### config.mk
export PLATFORM = sky130hd
export DESIGN_NAME = power_window_control
export DESIGN_NICKNAME = d
export VERILOG_FILES = /design/src/hdl/window_pkg.sv /design/src/hdl/window_channel.sv /design/src/hdl/power_window_control.sv
export SDC_FILE = /design/constraint.sdc
export NUM_CORES = 1
export LEC_CHECK = 0
export BUFFER_PORTS_ARGS = -buffer_cell sky130_fd_sc_hd__buf_2
export CAP_MARGIN = 20
export CORE_AREA = 2 2 232 177
export DETAILED_ROUTE_END_ITERATION = 6
export DIE_AREA = 0 0 234 179
export GPL_TIMING_DRIVEN = 1
export MAX_ROUTING_LAYER = met4
export PLACE_DENSITY = 0.61
export SYNTH_ARGS = -nofsm -noshare
export SYNTH_HDL_FRONTEND = slang
export SYNTH_SLANG_ARGS = --single-unit
### constraint.sdc
create_clock -name clk_sys -period 10.3 [get_ports clk_sys]
set_clock_uncertainty 0.15 [all_clocks]
set_input_delay 1.03 -clock clk_sys [delete_from_list [all_inputs] [get_ports clk_sys]]
set_output_delay 1.03 -clock clk_sys [all_outputs]
set_load 0.02 [all_outputs]
### src/hdl/window_pkg.sv
// Constants, states and timing for the power window controller.
// Assumes a single 250 MHz system clock.
package window_pkg;

  // ==========================================================
  // Geometry
  localparam int NUM_WINDOWS = 4;

  // ==========================================================
  // Timing
  localparam int CLK_MHZ = 250;
  localparam int EXPRESS_HOLD_MS = 300;
  localparam int EXPRESS_HOLD_CYCLES = EXPRESS_HOLD_MS * 1000 * CLK_MHZ;
  localparam int LOCK_TIMEOUT_MS = 100;
  localparam int LOCK_TIMEOUT_CYCLES = LOCK_TIMEOUT_MS * 1000 * CLK_MHZ;
  localparam int TIMER_W = 27;

  // ==========================================================
  // Per-window mode
  typedef enum logic [2:0] {
    ST_IDLE = 3'b000,
    ST_RAISE = 3'b001,
    ST_LOWER = 3'b010,
    ST_EXPRESS = 3'b011,
    ST_WAIT_RELEASE = 3'b100,
    ST_STOP_GAP = 3'b101
  } win_state_t;

  // ==========================================================
  // Reset values
  localparam logic RST_DRIVE = 1'b0;
  localparam logic [TIMER_W-1:0] RST_TIMER = 27'h0000000;

endpackage

### src/hdl/window_channel.sv
// One window's sequencer: switch modes, cranking, lock-current cutoff.
// Assumes switch and lock inputs are already synchronised, active high.
`timescale 1ns/1ps
`default_nettype none
module window_channel #(
  parameter int HOLD_CYCLES = window_pkg::EXPRESS_HOLD_CYCLES,
  parameter int LOCK_CYCLES = window_pkg::LOCK_TIMEOUT_CYCLES
) (
  // Clock and reset
  input wire logic clk_sys,
  input wire logic rst,
  // Conditions
  input wire logic run_ok,
  input wire logic cranking,
  // Switch requests
  input wire logic manual_raise_req,
  input wire logic manual_lower_req,
  input wire logic auto_lower_req,
  // Motor feedback
  input wire logic lock_current,
  // Motor drives
  output logic motor_up,
  output logic motor_down
);
  import window_pkg::*;

  typedef struct packed {
    win_state_t st;
    logic [TIMER_W-1:0] hold;
    logic [TIMER_W-1:0] lock;
    logic express_resume;
    logic up;
    logic down;
  } chan_t;

  chan_t cur;
  chan_t next_cur;

  // ==========================================================
  // Sequencer
  always_comb begin
    logic any_req;
    logic want_up;
    logic want_down;
    any_req = manual_raise_req | manual_lower_req;
    next_cur = cur;
    want_up = 1'b0;
    want_down = 1'b0;
    unique case (cur.st)
      ST_IDLE: begin
        next_cur.hold = RST_TIMER;
        next_cur.lock = RST_TIMER;
        if (run_ok && !cranking) begin
          if (manual_raise_req && !manual_lower_req) begin
            next_cur.st = ST_RAISE;
          end else if (manual_lower_req && !manual_raise_req) begin
            next_cur.st = ST_LOWER;
          end
        end
      end
      ST_RAISE: begin
        if (!manual_raise_req || manual_lower_req) begin
          next_cur.st = ST_STOP_GAP;
        end else begin
          want_up = !cranking;
        end
      end
      ST_LOWER: begin
        if (!manual_lower_req || manual_raise_req) begin
          next_cur.st = ST_STOP_GAP;
        end else begin
          want_down = !cranking;
          // Both lines low beyond the threshold latch express lower
          if (auto_lower_req && !cranking) begin
            if (cur.hold >= TIMER_W'(HOLD_CYCLES)) begin
              next_cur.st = ST_EXPRESS;
              next_cur.express_resume = 1'b0;
            end else begin
              next_cur.hold = cur.hold + 1'b1;
            end
          end else if (!auto_lower_req) begin
            next_cur.hold = RST_TIMER;
          end
        end
      end
      ST_EXPRESS: begin
        // A press only cancels once the launching press is let go
        if (!any_req) begin
          next_cur.express_resume = 1'b1;
        end
        if (cur.express_resume && any_req) begin
          next_cur.st = ST_WAIT_RELEASE;
        end else begin
          want_down = !cranking;
        end
      end
      ST_WAIT_RELEASE: begin
        if (!any_req) begin
          next_cur.st = ST_IDLE;
        end
      end
      ST_STOP_GAP: begin
        // Fresh press needed; also one idle cycle between directions
        next_cur.st = any_req ? ST_WAIT_RELEASE : ST_IDLE;
      end
      default: begin
        next_cur.st = ST_IDLE;
      end
    endcase
    // Lock current cuts drive after the timeout in every moving mode
    if ((want_up || want_down) && lock_current) begin
      if (cur.lock >= TIMER_W'(LOCK_CYCLES)) begin
        want_up = 1'b0;
        want_down = 1'b0;
        next_cur.st = ST_WAIT_RELEASE;
      end else begin
        next_cur.lock = cur.lock + 1'b1;
      end
    end else begin
      next_cur.lock = RST_TIMER;
    end
    // Ignition loss ends any motion
    if (!run_ok && cur.st != ST_IDLE) begin
      want_up = 1'b0;
      want_down = 1'b0;
      next_cur.st = ST_STOP_GAP;
    end
    // Never reverse without a stopped cycle
    next_cur.up = want_up && !cur.down;
    next_cur.down = want_down && !cur.up;
  end

  always_ff @(posedge clk_sys or posedge rst) begin
    if (rst) begin
      cur <= '{st: ST_IDLE, hold: RST_TIMER, lock: RST_TIMER, express_resume: 1'b0,
               up: RST_DRIVE, down: RST_DRIVE};
    end else begin
      cur <= next_cur;
    end
  end

  assign motor_up = cur.up;
  assign motor_down = cur.down;

endmodule
`default_nettype wire

### src/hdl/power_window_control.sv
// Top of the power window controller: pin synchronisers and four channels.
// Assumes switch lines are active-low grounds, ignition/crank/lock active high.
`timescale 1ns/1ps
`default_nettype none
module power_window_control #(
  parameter int EXPRESS_CYCLES = window_pkg::EXPRESS_HOLD_CYCLES,
  parameter int LOCK_CYCLES = window_pkg::LOCK_TIMEOUT_CYCLES
) (
  // Clock and reset
  input wire logic clk_sys,
  input wire logic rst,
  // Vehicle state
  input wire logic ignition,
  input wire logic cranking,
  // Switch mode lines, active low
  input wire logic [window_pkg::NUM_WINDOWS-1:0] manual_raise_req_n,
  input wire logic [window_pkg::NUM_WINDOWS-1:0] manual_lower_req_n,
  input wire logic [window_pkg::NUM_WINDOWS-1:0] auto_lower_req_n,
  // Lock current comparator per window
  input wire logic [window_pkg::NUM_WINDOWS-1:0] lock_current,
  // Motor drives
  output logic [window_pkg::NUM_WINDOWS-1:0] motor_up,
  output logic [window_pkg::NUM_WINDOWS-1:0] motor_down
);
  import window_pkg::*;

  localparam int IN_W = 3 * NUM_WINDOWS + NUM_WINDOWS + 2;

  // ==========================================================
  // Input synchronisers: stage 1 feeds only stage 2
  typedef struct packed {
    logic [IN_W-1:0] s1;
    logic [IN_W-1:0] s2;
    logic [IN_W-1:0] s3;
    logic [IN_W-1:0] clean;
  } sync_t;

  sync_t sy;
  sync_t next_sy;
  logic [IN_W-1:0] raw;

  assign raw = {~manual_raise_req_n, ~manual_lower_req_n, ~auto_lower_req_n, lock_current, ignition, cranking};

  always_comb begin
    next_sy = sy;
    next_sy.s1 = raw;
    next_sy.s2 = sy.s1;
    next_sy.s3 = sy.s2;
    // A change counts once the second and third stages agree
    next_sy.clean = (sy.s2 & sy.s3) | (sy.clean & (sy.s2 | sy.s3));
  end

  always_ff @(posedge clk_sys or posedge rst) begin
    if (rst) begin
      sy <= '0;
    end else begin
      sy <= next_sy;
    end
  end

  logic [NUM_WINDOWS-1:0] up_c;
  logic [NUM_WINDOWS-1:0] dn_c;
  logic [NUM_WINDOWS-1:0] al_c;
  logic [NUM_WINDOWS-1:0] lk_c;
  logic ign_c;
  logic crk_c;

  assign {up_c, dn_c, al_c, lk_c, ign_c, crk_c} = sy.clean;

  // ==========================================================
  // Independent channels; outputs are channel flip-flops
  for (genvar w = 0; w < NUM_WINDOWS; w++) begin : g_win
    window_channel #(
      .HOLD_CYCLES(EXPRESS_CYCLES),
      .LOCK_CYCLES(LOCK_CYCLES)
    ) u_chan (
      .clk_sys(clk_sys),
      .rst(rst),
      .run_ok(ign_c),
      .cranking(crk_c),
      .manual_raise_req(up_c[w]),
      .manual_lower_req(dn_c[w]),
      .auto_lower_req(al_c[w] & dn_c[w]),
      .lock_current(lk_c[w]),
      .motor_up(motor_up[w]),
      .motor_down(motor_down[w])
    );
  end

endmodule
`default_nettype wire

# After elaboration in Yosys (flattened, before gate mapping)
# Cells that the tools add are included.
[totals]
reg_bits = 312
latchBits = 0
ramBits = 0
romBits = 0
inputBits = 20
n_memories = 0
[classes]
addsub = 8
mul = 0
div = 0
order_cmp = 8
n_eq_ne = 48
shifts = 0
n_mux = 152
n_bitwise = 15
reduce_logical = 87
[ops]
columns = ["cell", "n"]
rows = [
  ["two-way mux 27 bit", 28],
  ["adder 27 x 1 -> 27 bit, second input constant", 8],
  ["case mux 27 bit (2 select lines)", 4],
  ["two-way mux 3 bit", 52],
  ["greater-or-equal comparator 27 x 25 -> 1 bit, second input constant", 4],
  ["greater-or-equal comparator 27 bit, second input constant", 4],
  ["case mux 3 bit (6 select lines)", 4],
  ["two-way mux 1 bit", 56],
  ["bitwise AND 18 bit", 2],
  ["inequality test 3 bit, second input constant", 12],
  ["OR 18 bit", 2],
  ["logical AND 1 bit", 33],
  ["equality test 3 x 2 -> 1 bit, second input constant", 8],
  ["equality test 3 bit, second input constant", 8],
  ["AND reduction 5 bit", 4],
  ["zero test 1 bit", 18],
  ["inequality test 2 x 1 -> 1 bit, second input constant", 8],
  ["inequality test 2 bit, second input constant", 8],
  ["case mux 1 bit (2 select lines)", 8],
  ["AND reduction 4 bit", 4],
  ["nonzero test 2 bit", 8],
  ["equality test 3 x 1 -> 1 bit, second input constant", 4],
  ["zero test 3 bit", 4],
  ["logical OR 1 bit", 12],
  ["4 further kinds", 15],
]

# Depth between registers and ports, before layout
# Gate-level depths: netlist of the first run.
[depth]
word_depth = 9
ltp_mapped = 9
depth_no_buf = 7

# Cells and area by module
# Synthesis of the first run repeated with hierarchy kept, for this count alone.
[hier_totals]
hier_cells = 1598
hier_area_um2 = 15703.8
[by_module_without_submodules]
columns = ["mod", "n_inst", "cells_per_inst", "area_each_um2"]
rows = [
  ["window_channel at g_win[0].u_chan ...", 2, 385, 3470.8],
  ["window_channel at g_win[1].u_chan", 1, 370, 3340.7],
  ["window_channel at g_win[3].u_chan", 1, 351, 3338.2],
  ["power_window_control", 1, 107, 2083.2],
]

# Least setup slack after synthesis of the first run
# Ideal clock, no wire load.
[synth_path]
kind = "reg-to-reg"
from = "reg sy, in the netlist crk_c"
to = "reg g_win[3].u_chan.cur[52] (netlist name)"
setup_ns = 0.127
arrival_ns = 2.045
required_time_ns = 10.023
slack_ns = 7.978
stages_incl_launch_ff = 8
path_buffers = 1
period_less_slack_ns = 2.322
cell_sequence = "dfrtp_1 > buf_2 > or3_4 > a2111oi_4 > a221oi_1 > and3b_1 > nand4_1 > mux2_1"
[synth_between]
elab_chain_cells = 5
elab_cells_between_ends = 8
classes_between = "2 x eq/ne; 3 x mux; 3 x reduce/logical"
[synth_rtl]
columns = ["element", "line", "source"]
rows = [
  ["start: declaration", "power_window_control.sv:38", "sync_t sy;"],
  ["start signal: assignment", "power_window_control.sv:57", "sy <= next_sy;"],
  ["zero test 1 bit (*)", "window_channel.sv:74", "if (auto_lower_req && !cranking) begin"],
  ["logical AND 1 bit (*)", "window_channel.sv:74", ""],
  ["two-way mux 27 bit", "window_channel.sv:74", ""],
  ["two-way mux 27 bit", "window_channel.sv:69", "if (!manual_lower_req || manual_raise_req) begin"],
  ["case mux 27 bit (2 select lines)", "window_channel.sv:49", "unique case (cur.st)"],
  ["end signal: assignment", "window_channel.sv:135", "cur <= '{st: ST_IDLE, hold: RST_TIMER, lock: RST_TIMER, express_resume: 1'b0,"],
  ["end signal: assignment", "window_channel.sv:138", "cur <= next_cur;"],
  ["end: declaration", "window_channel.sv:36", "chan_t cur;"],
]
# Every way passes the cells marked *; elsewhere a longest branch is shown, timed or not. The select of a mux whose other input is x is not followed.
# A chain may end at the register's enable or synchronous reset.

==> impl_results.md, run 1 <==
- Yosys Warn Count: 0
- Capture point of the critical path: g_win[0].u_chan.cur[39]
- Fin nets: 1,681
- Hpwl dp: 21.3 mm
- Share of total power in sequential cells: slightly below 50%
- Final Max Slew Viols: 0
- Worst-Skew Late Latency: 0.51 ns
- VDD IR max: 0.180 mV
- Nature of the critical path startpoint: input port
- P_int: 2050 uW
- Cts hold-fix bufs: 0
- Largest net degree at the start of global routing: 118
- Cell area after layout: 0.0174 mm2
- Final estimated routing congestion in global placement: 0.813
- Die H: 179 um
- Drt drc: 0
- Port bufs: 27
- Rel. slew slack: 34.4%
- Die footprint: 0.0419 mm2
- DRT Pass-1 Iters: 5
- Max cap viols: 0
- Syn-to-layout area delta: 10.7%
- Clock transition at path regs: 0.06 ns
- Final setup fails: 0
- Min Tclk post-route: 3.15 ns
- Hold Crit Class: reg2reg
- Antenna cells: 0
- Initial DRC Count: 968
- Cell type with the largest total area after synthesis: dfrtp_1
- Mean Syn Cell Area: between 9 and 10 um2
- P_leak: about 0.007 uW
- Post-cts resize count: 0
- Fillers: 3,753
- Synth top area share: around 50%
- First-pass GRT wire length: around 57 mm
- Cells after Synth: roughly 1,700
- Post-DP Area: 0.0162 mm2
- CP required: 10.65 ns
- Via density: 5.53
- Post-DR wirelength/cell: 15.0 um
- CP endpoint kind: asynchronous set/reset pin
- Total CTS buffers: 34
- Sink Count: 312
- Critical Path Fanout Max: 117
- Via count: 12,200
- Final ANT Viol Nets: 0
- F_max: 0.318 GHz
- GRT Total Usage: 16.5%
- P per Cell Area: 155 mW/mm2
- NetSw: 635 uW
- Num rows: 64
- Die Width: ~230 um
- Most frequent cell after synthesis: dfrtp_1
- Share of the yosys chip area belonging to registers: 49.8%
- Share of cells above drive strength 1: under 10%
- Critical path startpoint: rst
- Setup bufs post-CTS: 0
- Netlist cell types: 85
- Crit path kind: in2async
- Crit path arrival time: approximately 3.5 ns
- Root Driver: clkbuf_16
- Syn nets: 1,693
- Overflow after GRT: 0
- Initial Utilization: 39.2%
- Final WL: 33.0 mm
- RSZ-0062 raised after global routing: no
- Switching Share: 23.6%
- RR Startpoint: crk_c
- Depth of the CTS H-tree: 2
- Worst r2r path cells: 6
- Synthesized area: 0.0157 mm2
- Clock power frac: 46.6%
- Fin crit share: 30.5%
- Async set-or-reset flop fraction in the synthesized netlist: 100%
- Synth Flop Type: dfrtp_1
- Combinational power share: roughly 5.2%
- Worst Tran Pin Value: 0.984 ns
- EDFF count, synth: 0
- Top post-synthesis cells by area: dfrtp_1 (50%), o21ai_0 (4.5%), nor2_1 (4.0%)
- Worst r2r dst: g_win[1].u_chan.cur[45]
- Synth Register Bits: 312
- Most frequent cells after synthesis: dfrtp_1 (312), nor2_1 (168), o21ai_0 (140)
- Outcome: finished clean
- Hold Fails Final Rpt: 0
- Setup TNS: 0 ns
- Flop2flop setup slack: 7.26 ns
- Initial antenna violation count: 1
- Worst Hold Slack: 0.195 ns
- Vias in the first global route: 11,300
- Core box area: 0.0400 mm2
- CTS tree: done
- I/O pin total: 28
- Max Root-Sink Buffers: 3
==> area by class of cell <==
| class | count | area (um2) | share of cell area (%) |
|---|---|---|---|
| Clock inverter | 11 | 109 | 0.627 |
| Timing Repair Buffer | 39 | 233 | 1.34 |
| Clock buffer | 50 | 1040 | 6.02 |
| Multi-Input combinational cell | 1204 | 7290 | 42.0 |
| Tap cell | 528 | 661 | 3.81 |
| Inverter | 54 | 210 | 1.21 |
| Sequential cell | 312 | 7810 | 45.0 |
==> stage by stage <==
stage	utilization [%]	worst slack [ns]	cells	total power, uW
CTS	43.4	7.01	2197	2730
global route	43.4	6.66	2198	2800
floorplan	-	0.491	1657	1420
finish	43.4	7.15	2198	2690
global placement	40.5	6.50	2136	1450
detailed placement	40.5	6.46	2136	1460
==> power groups by stage <==
stage	Sequential (uW)	Combinational [uW]	Clock (uW)
after global placement	1310	141	0
after global routing	1300	161	1340
after detailed placement	1320	144	0
after floorplan	1290	130	0
after CTS	1290	144	1290
final	1290	141	1250
==> how the worst min path moves through the flow <==
stage / from / end / slack [ns] / cells past startpoint
global route: next_sy[53] / next_sy[35] / 0.20 / 0
floorplan: next_sy[36] / next_sy[18] / 0.18 / 0
global placement: next_sy[40] / next_sy[22] / 0.18 / 0
CTS: next_sy[51] / next_sy[33] / 0.20 / 0
finish: next_sy[40] / next_sy[22] / 0.20 / 0
detailed placement: next_sy[47] / next_sy[29] / 0.18 / 0
==> sequential cells by signal (all words and copies together), names as in the netlist <==
name                     cells
crk_c                        1
g_win.u_chan.cur           232
lk_c                         4
dn_c                         4
sy                          22
next_sy                     36
g_win.u_chan.motor_down      4
g_win.u_chan.motor_up        4
ign_c                        1
al_c                         4
==> metal layers <==
layer	global-route usage (%)	vias up	part of all wire [%]
met1	24.2	5988	51
met5	-	-	0
li1	-	5959	-
met4	3.93	0	1.9
met2	23.8	167	43
met3	2.56	46	3.5
==> critical path, cell delays in order <==
cell   delay [ns]
buf_2        0.13
inv_8        0.53
buf_4        0.73
buf_4        0.85
==> kinds of logic after synthesis <==
kind of cell	count (synthesis)	share of synthesized area, %
simple gates	703	23.7
compound gates	374	15.0
flops	312	49.8
buf+inv	141	3.82
xor+xnor	85	4.75
fa+ha+maj	34	2.43
mux	8	0.527
==> placed cells by master, fill, tap and decap left out, types with 7 or more instances in the layout <==
cell	synthesis	routed
a21oi_1	84	84
a31oi_1	20	19
and2_1	15	15
and3_1	36	36
and4_1	21	21
buf_2	13	27
buf_4	8	11
clkbuf_16	0	37
clkbuf_8	0	7
clkinv_2	0	8
dfrtp_1	312	312
ha_1	16	16
inv_1	53	52
maj3_1	18	18
nand2_1	107	107
nand2b_1	24	24
nand3_1	99	99
nand4_1	49	49
nor2_1	168	168
nor2b_1	13	13
nor3_1	47	47
nor3b_1	9	9
nor4_1	19	19
o211ai_1	8	8
o21a_1	7	7
o21ai_0	140	140
o31ai_1	44	44
or3_1	46	46
or4_1	17	17
xnor2_1	41	41
xor2_1	44	44
Power figures use the tool's default switching activity.
==> inputs of run 2 (changes only) <==
Clock period 10.3 ns to 2.85 ns, I/O delays scaled along.
==> run 2 against run 1 <==
  * Routed wire length is 0.22% lower
  * Total power grew to 3.6 times the previous value
  * Clock power rose to 3.5 times the previous value
  * Worst setup slack worse by 6.9 ns
  * Largest power group unchanged
  * Highest routed layer unchanged
==> impl_results.md, run 2 (synthesis results as in run 1) <==
- Worst r2r dst: g_win[0].u_chan.cur[25]
- Most flop-heavy register: g_win.u_chan.cur
- Via count: 12,200
- CTS tree: done
- RSZ-0062 raised after global routing: no
- P per Cell Area: 544 mW/mm2
- Syn-to-layout area delta: 13.4%
- Hold Path Depth: 0
- CP dominant cell by count: or4_1
- Hold Fails Final Rpt: 0
- Worst-Skew Late Latency: 0.51 ns
- CP endpoint kind: flop
- CP top delay family: simple AND/OR/NAND/NOR gates
- Hpwl dp: 21.6 mm
- GRT Total Usage: 16.6%
- Total CTS buffers: 34
- Initial Utilization: 39.2%
- Crit path arrival time: 2.89 ns
- CP bufs+invs: 0
- Depth of the CTS H-tree: 2
- Via density: 5.43
- Crit-path max cell delay: 0.55 ns
- Port bufs: 27
- Fin nets: roughly 1,700
- Worst Hold Slack: 0.197 ns
- Worst-path cell chain: or4_1 > o21ai_1 > a211o_1 > nand3_2 > or4_1 > a21oi_1
- Max Root-Sink Buffers: 3
- Largest net degree at the start of global routing: ~110
- Fin crit share: 92.0%
- Clock transition at path regs: 0.06 ns
- Final WL: 32.9 mm
- Crit path kind: reg2reg
- Cts hold-fix bufs: 19
- Max cap viols: 0
- Worst r2r path cells: 6
- Die Width: 234 um
- Hold endpoint: next_sy[32]
- Post-DR wirelength/cell: 14.6 um
- RR Startpoint: g_win[0].u_chan.cur[9]
- Final ANT Viol Nets: 0
- Flop2flop setup slack: 0.23 ns
- VDD IR max: 0.339 mV
- Final Power: 9670 uW
- Setup bufs post-CTS: 0
- Final estimated routing congestion in global placement: 0.803
- Post-cts resize count: 0
- Hold Crit Class: reg2reg
- Rel. slew slack: ~60%
- Share of cells above drive strength 1: 9.30%
- Root Driver: clkbuf_16
- Final setup fails: 0
- DRT Pass-1 Iters: 5
- Min Tclk post-route: 2.62 ns
- F_max: 0.382 GHz
- Final Max Slew Viols: 0
- Max reg flops: 232
- Num rows: 64
- First-pass GRT wire length: 56.7 mm
- Highest-delay cell along the critical path: or4_1
- Hold path start: next_sy[50]
- Worst Tran Pin Value: ~0.60 ns
- Initial DRC Count: 812
- I/O pin total: 28
- P_leak: 0.00707 uW
- Overflow after GRT: 0
- Most frequent cells in the layout: dfrtp_1 (312), nor2_1 (168), o21ai_0 (140), nand2_1 (107), nand3_1 (99)
- Antenna cells: 0
- Core box area: between 0.03 and 0.04 mm2
- Die H: 179 um
- Initial antenna violation count: 0
- Drt drc: 0
- Leading cell type in the layout, fill and taps excluded: dfrtp_1
- Vias in the first global route: between 10,000 and 15,000
- Nature of the critical path startpoint: flop
- Sink Count: 312
- Die footprint: around 0.042 mm2
- Critical Path Fanout Max: 19
- Outcome: finished clean
- CP required: 3.12 ns
## run 2: layout make-up
type                            instances  area (um2)
Clock buffer                           42         922
Clock inverter                         19         195
Fill cell                            3759       22200
Inverter                               54         206
Multi-Input combinational cell       1204        7290
Sequential cell                       312        7810
Tap cell                              528         661
Timing Repair Buffer                   89         686
## run 2: per-layer routing
metal	vias to the layer above	share of wire, %	track usage (%)
li1	6054	-	-
met1	5924	52	24.4
met2	192	43	24.1
met3	43	3.2	2.50
met4	0	1.7	3.53
met5	-	0	-
## run 2: worst max path at each step
stage                                       from                      end  depth (start not counted)
after detailed placement  g_win[0].u_chan.cur[9]  g_win[0].u_chan.cur[25]                          6
after global routing      g_win[0].u_chan.cur[9]  g_win[0].u_chan.cur[23]                          6
after CTS                 g_win[0].u_chan.cur[9]  g_win[0].u_chan.cur[25]                          6
after global placement    g_win[0].u_chan.cur[9]  g_win[0].u_chan.cur[25]                          6
after floorplan                              rst                  al_c[0]                          1
final                     g_win[0].u_chan.cur[9]  g_win[0].u_chan.cur[25]                          6
## run 2: power by group
part | internal [uW] | switching [uW]
registers | 4520 | 121
clock network | 2590 | 1830
logic | 222 | 386
total | 7340 | 2330
## run 2: through the flow
step	instances	utilization, %	setup slack (ns)	instance area (um2)	setup TNS [ns]
2_1_floorplan	1657	-	-1.74	15700	-542.85
3_3_place_gp	2168	41.2	0.291	16500	0
3_5_place_dp	2168	41.2	0.215	16500	0
4_1_cts	2248	44.5	0.211	17800	0
5_1_grt	2248	44.5	0.0121	17800	0
6_report	2248	44.5	0.229	17800	0
==> inputs of run 3 (changes only) <==
Settings changed: ABC_AREA set to 1, CORE_AREA 2 2 232 177 to 2 2 257 195, CTS_CLUSTER_DIAMETER set to 50, DIE_AREA 0 0 234 179 to 0 0 259 197, PLACE_DENSITY 0.61 to 0.6.
==> run 3 against run 2 <==
  * Worst setup slack gained 0.38 ns
  * Combinational power grew 9.4%
  * Sequential share of layout area shrank 7.6 points
  * Fmax grew 17%
  * Non-clock buffer count shrank 27
  * Design area grew 21%
  * First-iteration DRC count grew 55%
==> impl_results.md, run 3 <==
- Fin nets: about 2,800
- CP dominant cell by count: nand3_1
- Worst Tran Pin Value: 0.753 ns
- Root Driver: clkbuf_16
- Clock transition at path regs: 0.06 ns
- Post-DR wirelength/cell: 13.4 um
- GRT Total Usage: 19.3%
- P_leak: around 0.0096 uW
- Synth Flop Type: dfrtp_1
- Rel. slew slack: 49.8%
- Sink Count: 312
- Worst r2r dst: g_win[0].u_chan.cur[23]
- Vias in the first global route: 16,300
- F_max: 0.446 GHz
- Drt drc: 0
- Num rows: 70
- Final ANT Viol Nets: 0
- Die footprint: roughly 0.051 mm2
- Initial DRC Count: 1,262
- Flop2flop setup slack: 0.61 ns
- Max Root-Sink Buffers: 3
- Synth Register Bits: between 300 and 400
- Max cap viols: 0
- Hpwl dp: 33.1 mm
- Worst-Skew Late Latency: about 0.57 ns
- Top post-synthesis cells by area: dfrtp_1 (41%), nand2_1 (18%), nor2_1 (8.1%)
- Worst-path cell chain: nor3_1 > nand3_1 > nand3_1 > nand3b_2 > nor2_4 > nand3_1 > nand2_1
- Final Max Slew Viols: 0
- DRT Pass-1 Iters: 7
- Most frequent cells in the layout: nand2_1 (922), nor2_1 (413), dfrtp_1 (312), nand3_1 (300), inv_1 (292)
- Worst r2r path cells: 7
- CTS tree: done
- Post-Synth Simple-Gate Area: between 40% and 50%
- Max reg flops: 232
- CP required: between 3 and 4 ns
- Die H: a little under 200 um
- Final Power: 10,700 uW
- Fin crit share: 78.7%
- Cell type with the largest total area after synthesis: dfrtp_1
- Multiplexer share of the synthesized area: 0%
- RR Startpoint: g_win[0].u_chan.cur[9]
- Total CTS buffers: 41
- CP bufs+invs: 0
- Adder-Cell Fraction of Synth Area: 1.98%
- Final WL: 46.9 mm
- Post-synthesis compound-gate area fraction: roughly 5.4%
- Crit path kind: reg2reg
- VDD IR max: 0.364 mV
- Synth top area share: 40.6%
- Critical path startpoint: g_win[0].u_chan.cur[9]
- Most frequent cell after synthesis: nand2_1
- Most frequent cells after synthesis: nand2_1 (922), nor2_1 (413), dfrtp_1 (312)
- Initial antenna violation count: 2
- Share of the yosys chip area belonging to registers: 40.6%
- Initial Utilization: 39.7%
- Core box area: 0.0484 mm2
- Non-filler cells, final: 3,486
- Async set-or-reset flop fraction in the synthesized netlist: 100%
- First-pass GRT wire length: 80.2 mm
- EDFF count, synth: 0
- Min Tclk post-route: roughly 2.2 ns
- Post-Synth XOR/XNOR Area: 2.37%
- Yosys Warn Count: 0
- Antenna cells: 0
- I/O pin total: 28
- Final setup fails: 0
- Hold Crit Class: in2async
- Share of cells above drive strength 1: between 8 and 9%
- Hold Fails Final Rpt: 0
- P per Cell Area: between 400 and 500 mW/mm2
- Crit path arrival time: 2.59 ns
- Post-DP Area: roughly 0.020 mm2
- Highest-delay cell along the critical path: nor2_4
- Largest net degree at the start of global routing: 93
- Final estimated routing congestion in global placement: a little under 1
- RSZ-0062 raised after global routing: no
- Cells after Synth: 2,770
- Critical Path Fanout Max: 24
- Syn nets: between 2,000 and 3,000
- # placed instances: about 3,400
- Depth of the CTS H-tree: 2
- Nature of the critical path startpoint: flop
- Overflow after GRT: 0
- Synthesized area: 0.0192 mm2
- Netlist cell types: 50
- CP endpoint kind: flop
- Leading cell type in the layout, fill and taps excluded: nand2_1
- Crit-path max cell delay: 0.53 ns
- Most flop-heavy register: g_win.u_chan.cur
- Outcome: finished clean
- Cell area after layout: 0.0215 mm2
- Port bufs: 27
- Via count: between 15,000 and 20,000
- Die Width: between 200 and 300 um
- Largest family of logic cells by synthesized area: simple AND/OR/NAND/NOR gates
- Syn-to-layout area delta: 11.6%
- CP top delay family: simple AND/OR/NAND/NOR gates
- Mean Syn Cell Area: slightly below 7 um2
- Via density: 5.00
-- run 3: cell types whose count changed in the layout (fill, tap and decap cells not counted), moves of 24 or more --
cell | before | now
nand2b_1 | 24 | 0
nand3_1 | 99 | 300
o21ai_0 | 140 | 72
xnor2_1 | 41 | 8
nor2_1 | 168 | 413
a21oi_1 | 84 | 8
o21ai_2 | 0 | 41
or3_1 | 46 | 0
and3_1 | 36 | 0
nand2_1 | 107 | 922
buf_4 | 40 | 12
inv_1 | 52 | 292
o31ai_1 | 44 | 1
-- run 3: worst max-delay path by stage --
stage,endpoint,slack (ns),depth (start not counted)
6_report,g_win[0].u_chan.cur[23],0.61,7
5_1_grt,g_win[2].u_chan.cur[50],0.31,8
4_1_cts,g_win[2].u_chan.cur[50],0.61,8
3_5_place_dp,g_win[2].u_chan.cur[42],0.59,8
3_3_place_gp,g_win[2].u_chan.cur[54],0.67,11
2_1_floorplan,al_c[0],-1.74,1
-- run 3: cell type report --
| class | instances | area (um2) |
|---|---|---|
| Fill cell | 4905 | 27000 |
| Multi-Input combinational cell | 2085 | 9770 |
| Sequential cell | 312 | 7810 |
| Clock buffer | 52 | 1160 |
| Inverter | 305 | 1160 |
| Tap cell | 648 | 811 |
| Timing Repair Buffer | 62 | 495 |
| Clock inverter | 22 | 255 |
-- run 3: per-layer routing --
layer | vias up | global-route usage [%] | part of all wire, %
li1 | 8870 | - | -
met1 | 8069 | 28.6 | 52
met2 | 435 | 27.5 | 41
met3 | 70 | 2.53 | 5.6
met4 | 0 | 5.37 | 1.9
met5 | - | - | 0
-- run 3: what timing repair did --
action,4_1_cts,5_1_grt
setup endpoints to repair,0,0
resized for setup,0,0
hold buffers,19,0
endpoints found under the hold margin,72,0
setup buffers,0,0
-- run 3: worst register-to-register path: cells and delay by family, from the launching register on --
kind,cells,cell delay [ns]
AND/OR/NAND/NOR,7,1.59
flip-flops,1,0.44
-- run 3: cells by family after synthesis --
logic type | count (synthesis)
DFF | 312
xor gates and xnor gates | 52
AOI/OAI and AO/OA | 157
adders and majority gates | 34
buffers and inverters | 373
and+or+nand+nor | 1842
-- run 3: metrics by stage --
stage	setup TNS (ns)	setup slack, ns	util (%)	hold WS (ns)
4_1_cts	0	0.611	44.3	0.137
6_report	0	0.608	44.3	0.151
3_3_place_gp	0	0.668	41.0	0.185
5_1_grt	0	0.310	44.3	0.168
3_5_place_dp	0	0.593	41.0	0.185
2_1_floorplan	-542.85	-1.74	-	0.166
-- run 3: power breakdown --
| part | switching (uW) | total, uW | internal (uW) |
|---|---|---|---|
| registers | 81.5 | 4610 | 4530 |
| clock network | 2100 | 5380 | 3270 |
| logic | 494 | 664 | 169 |
| total | 2680 | 10700 | 7970 |
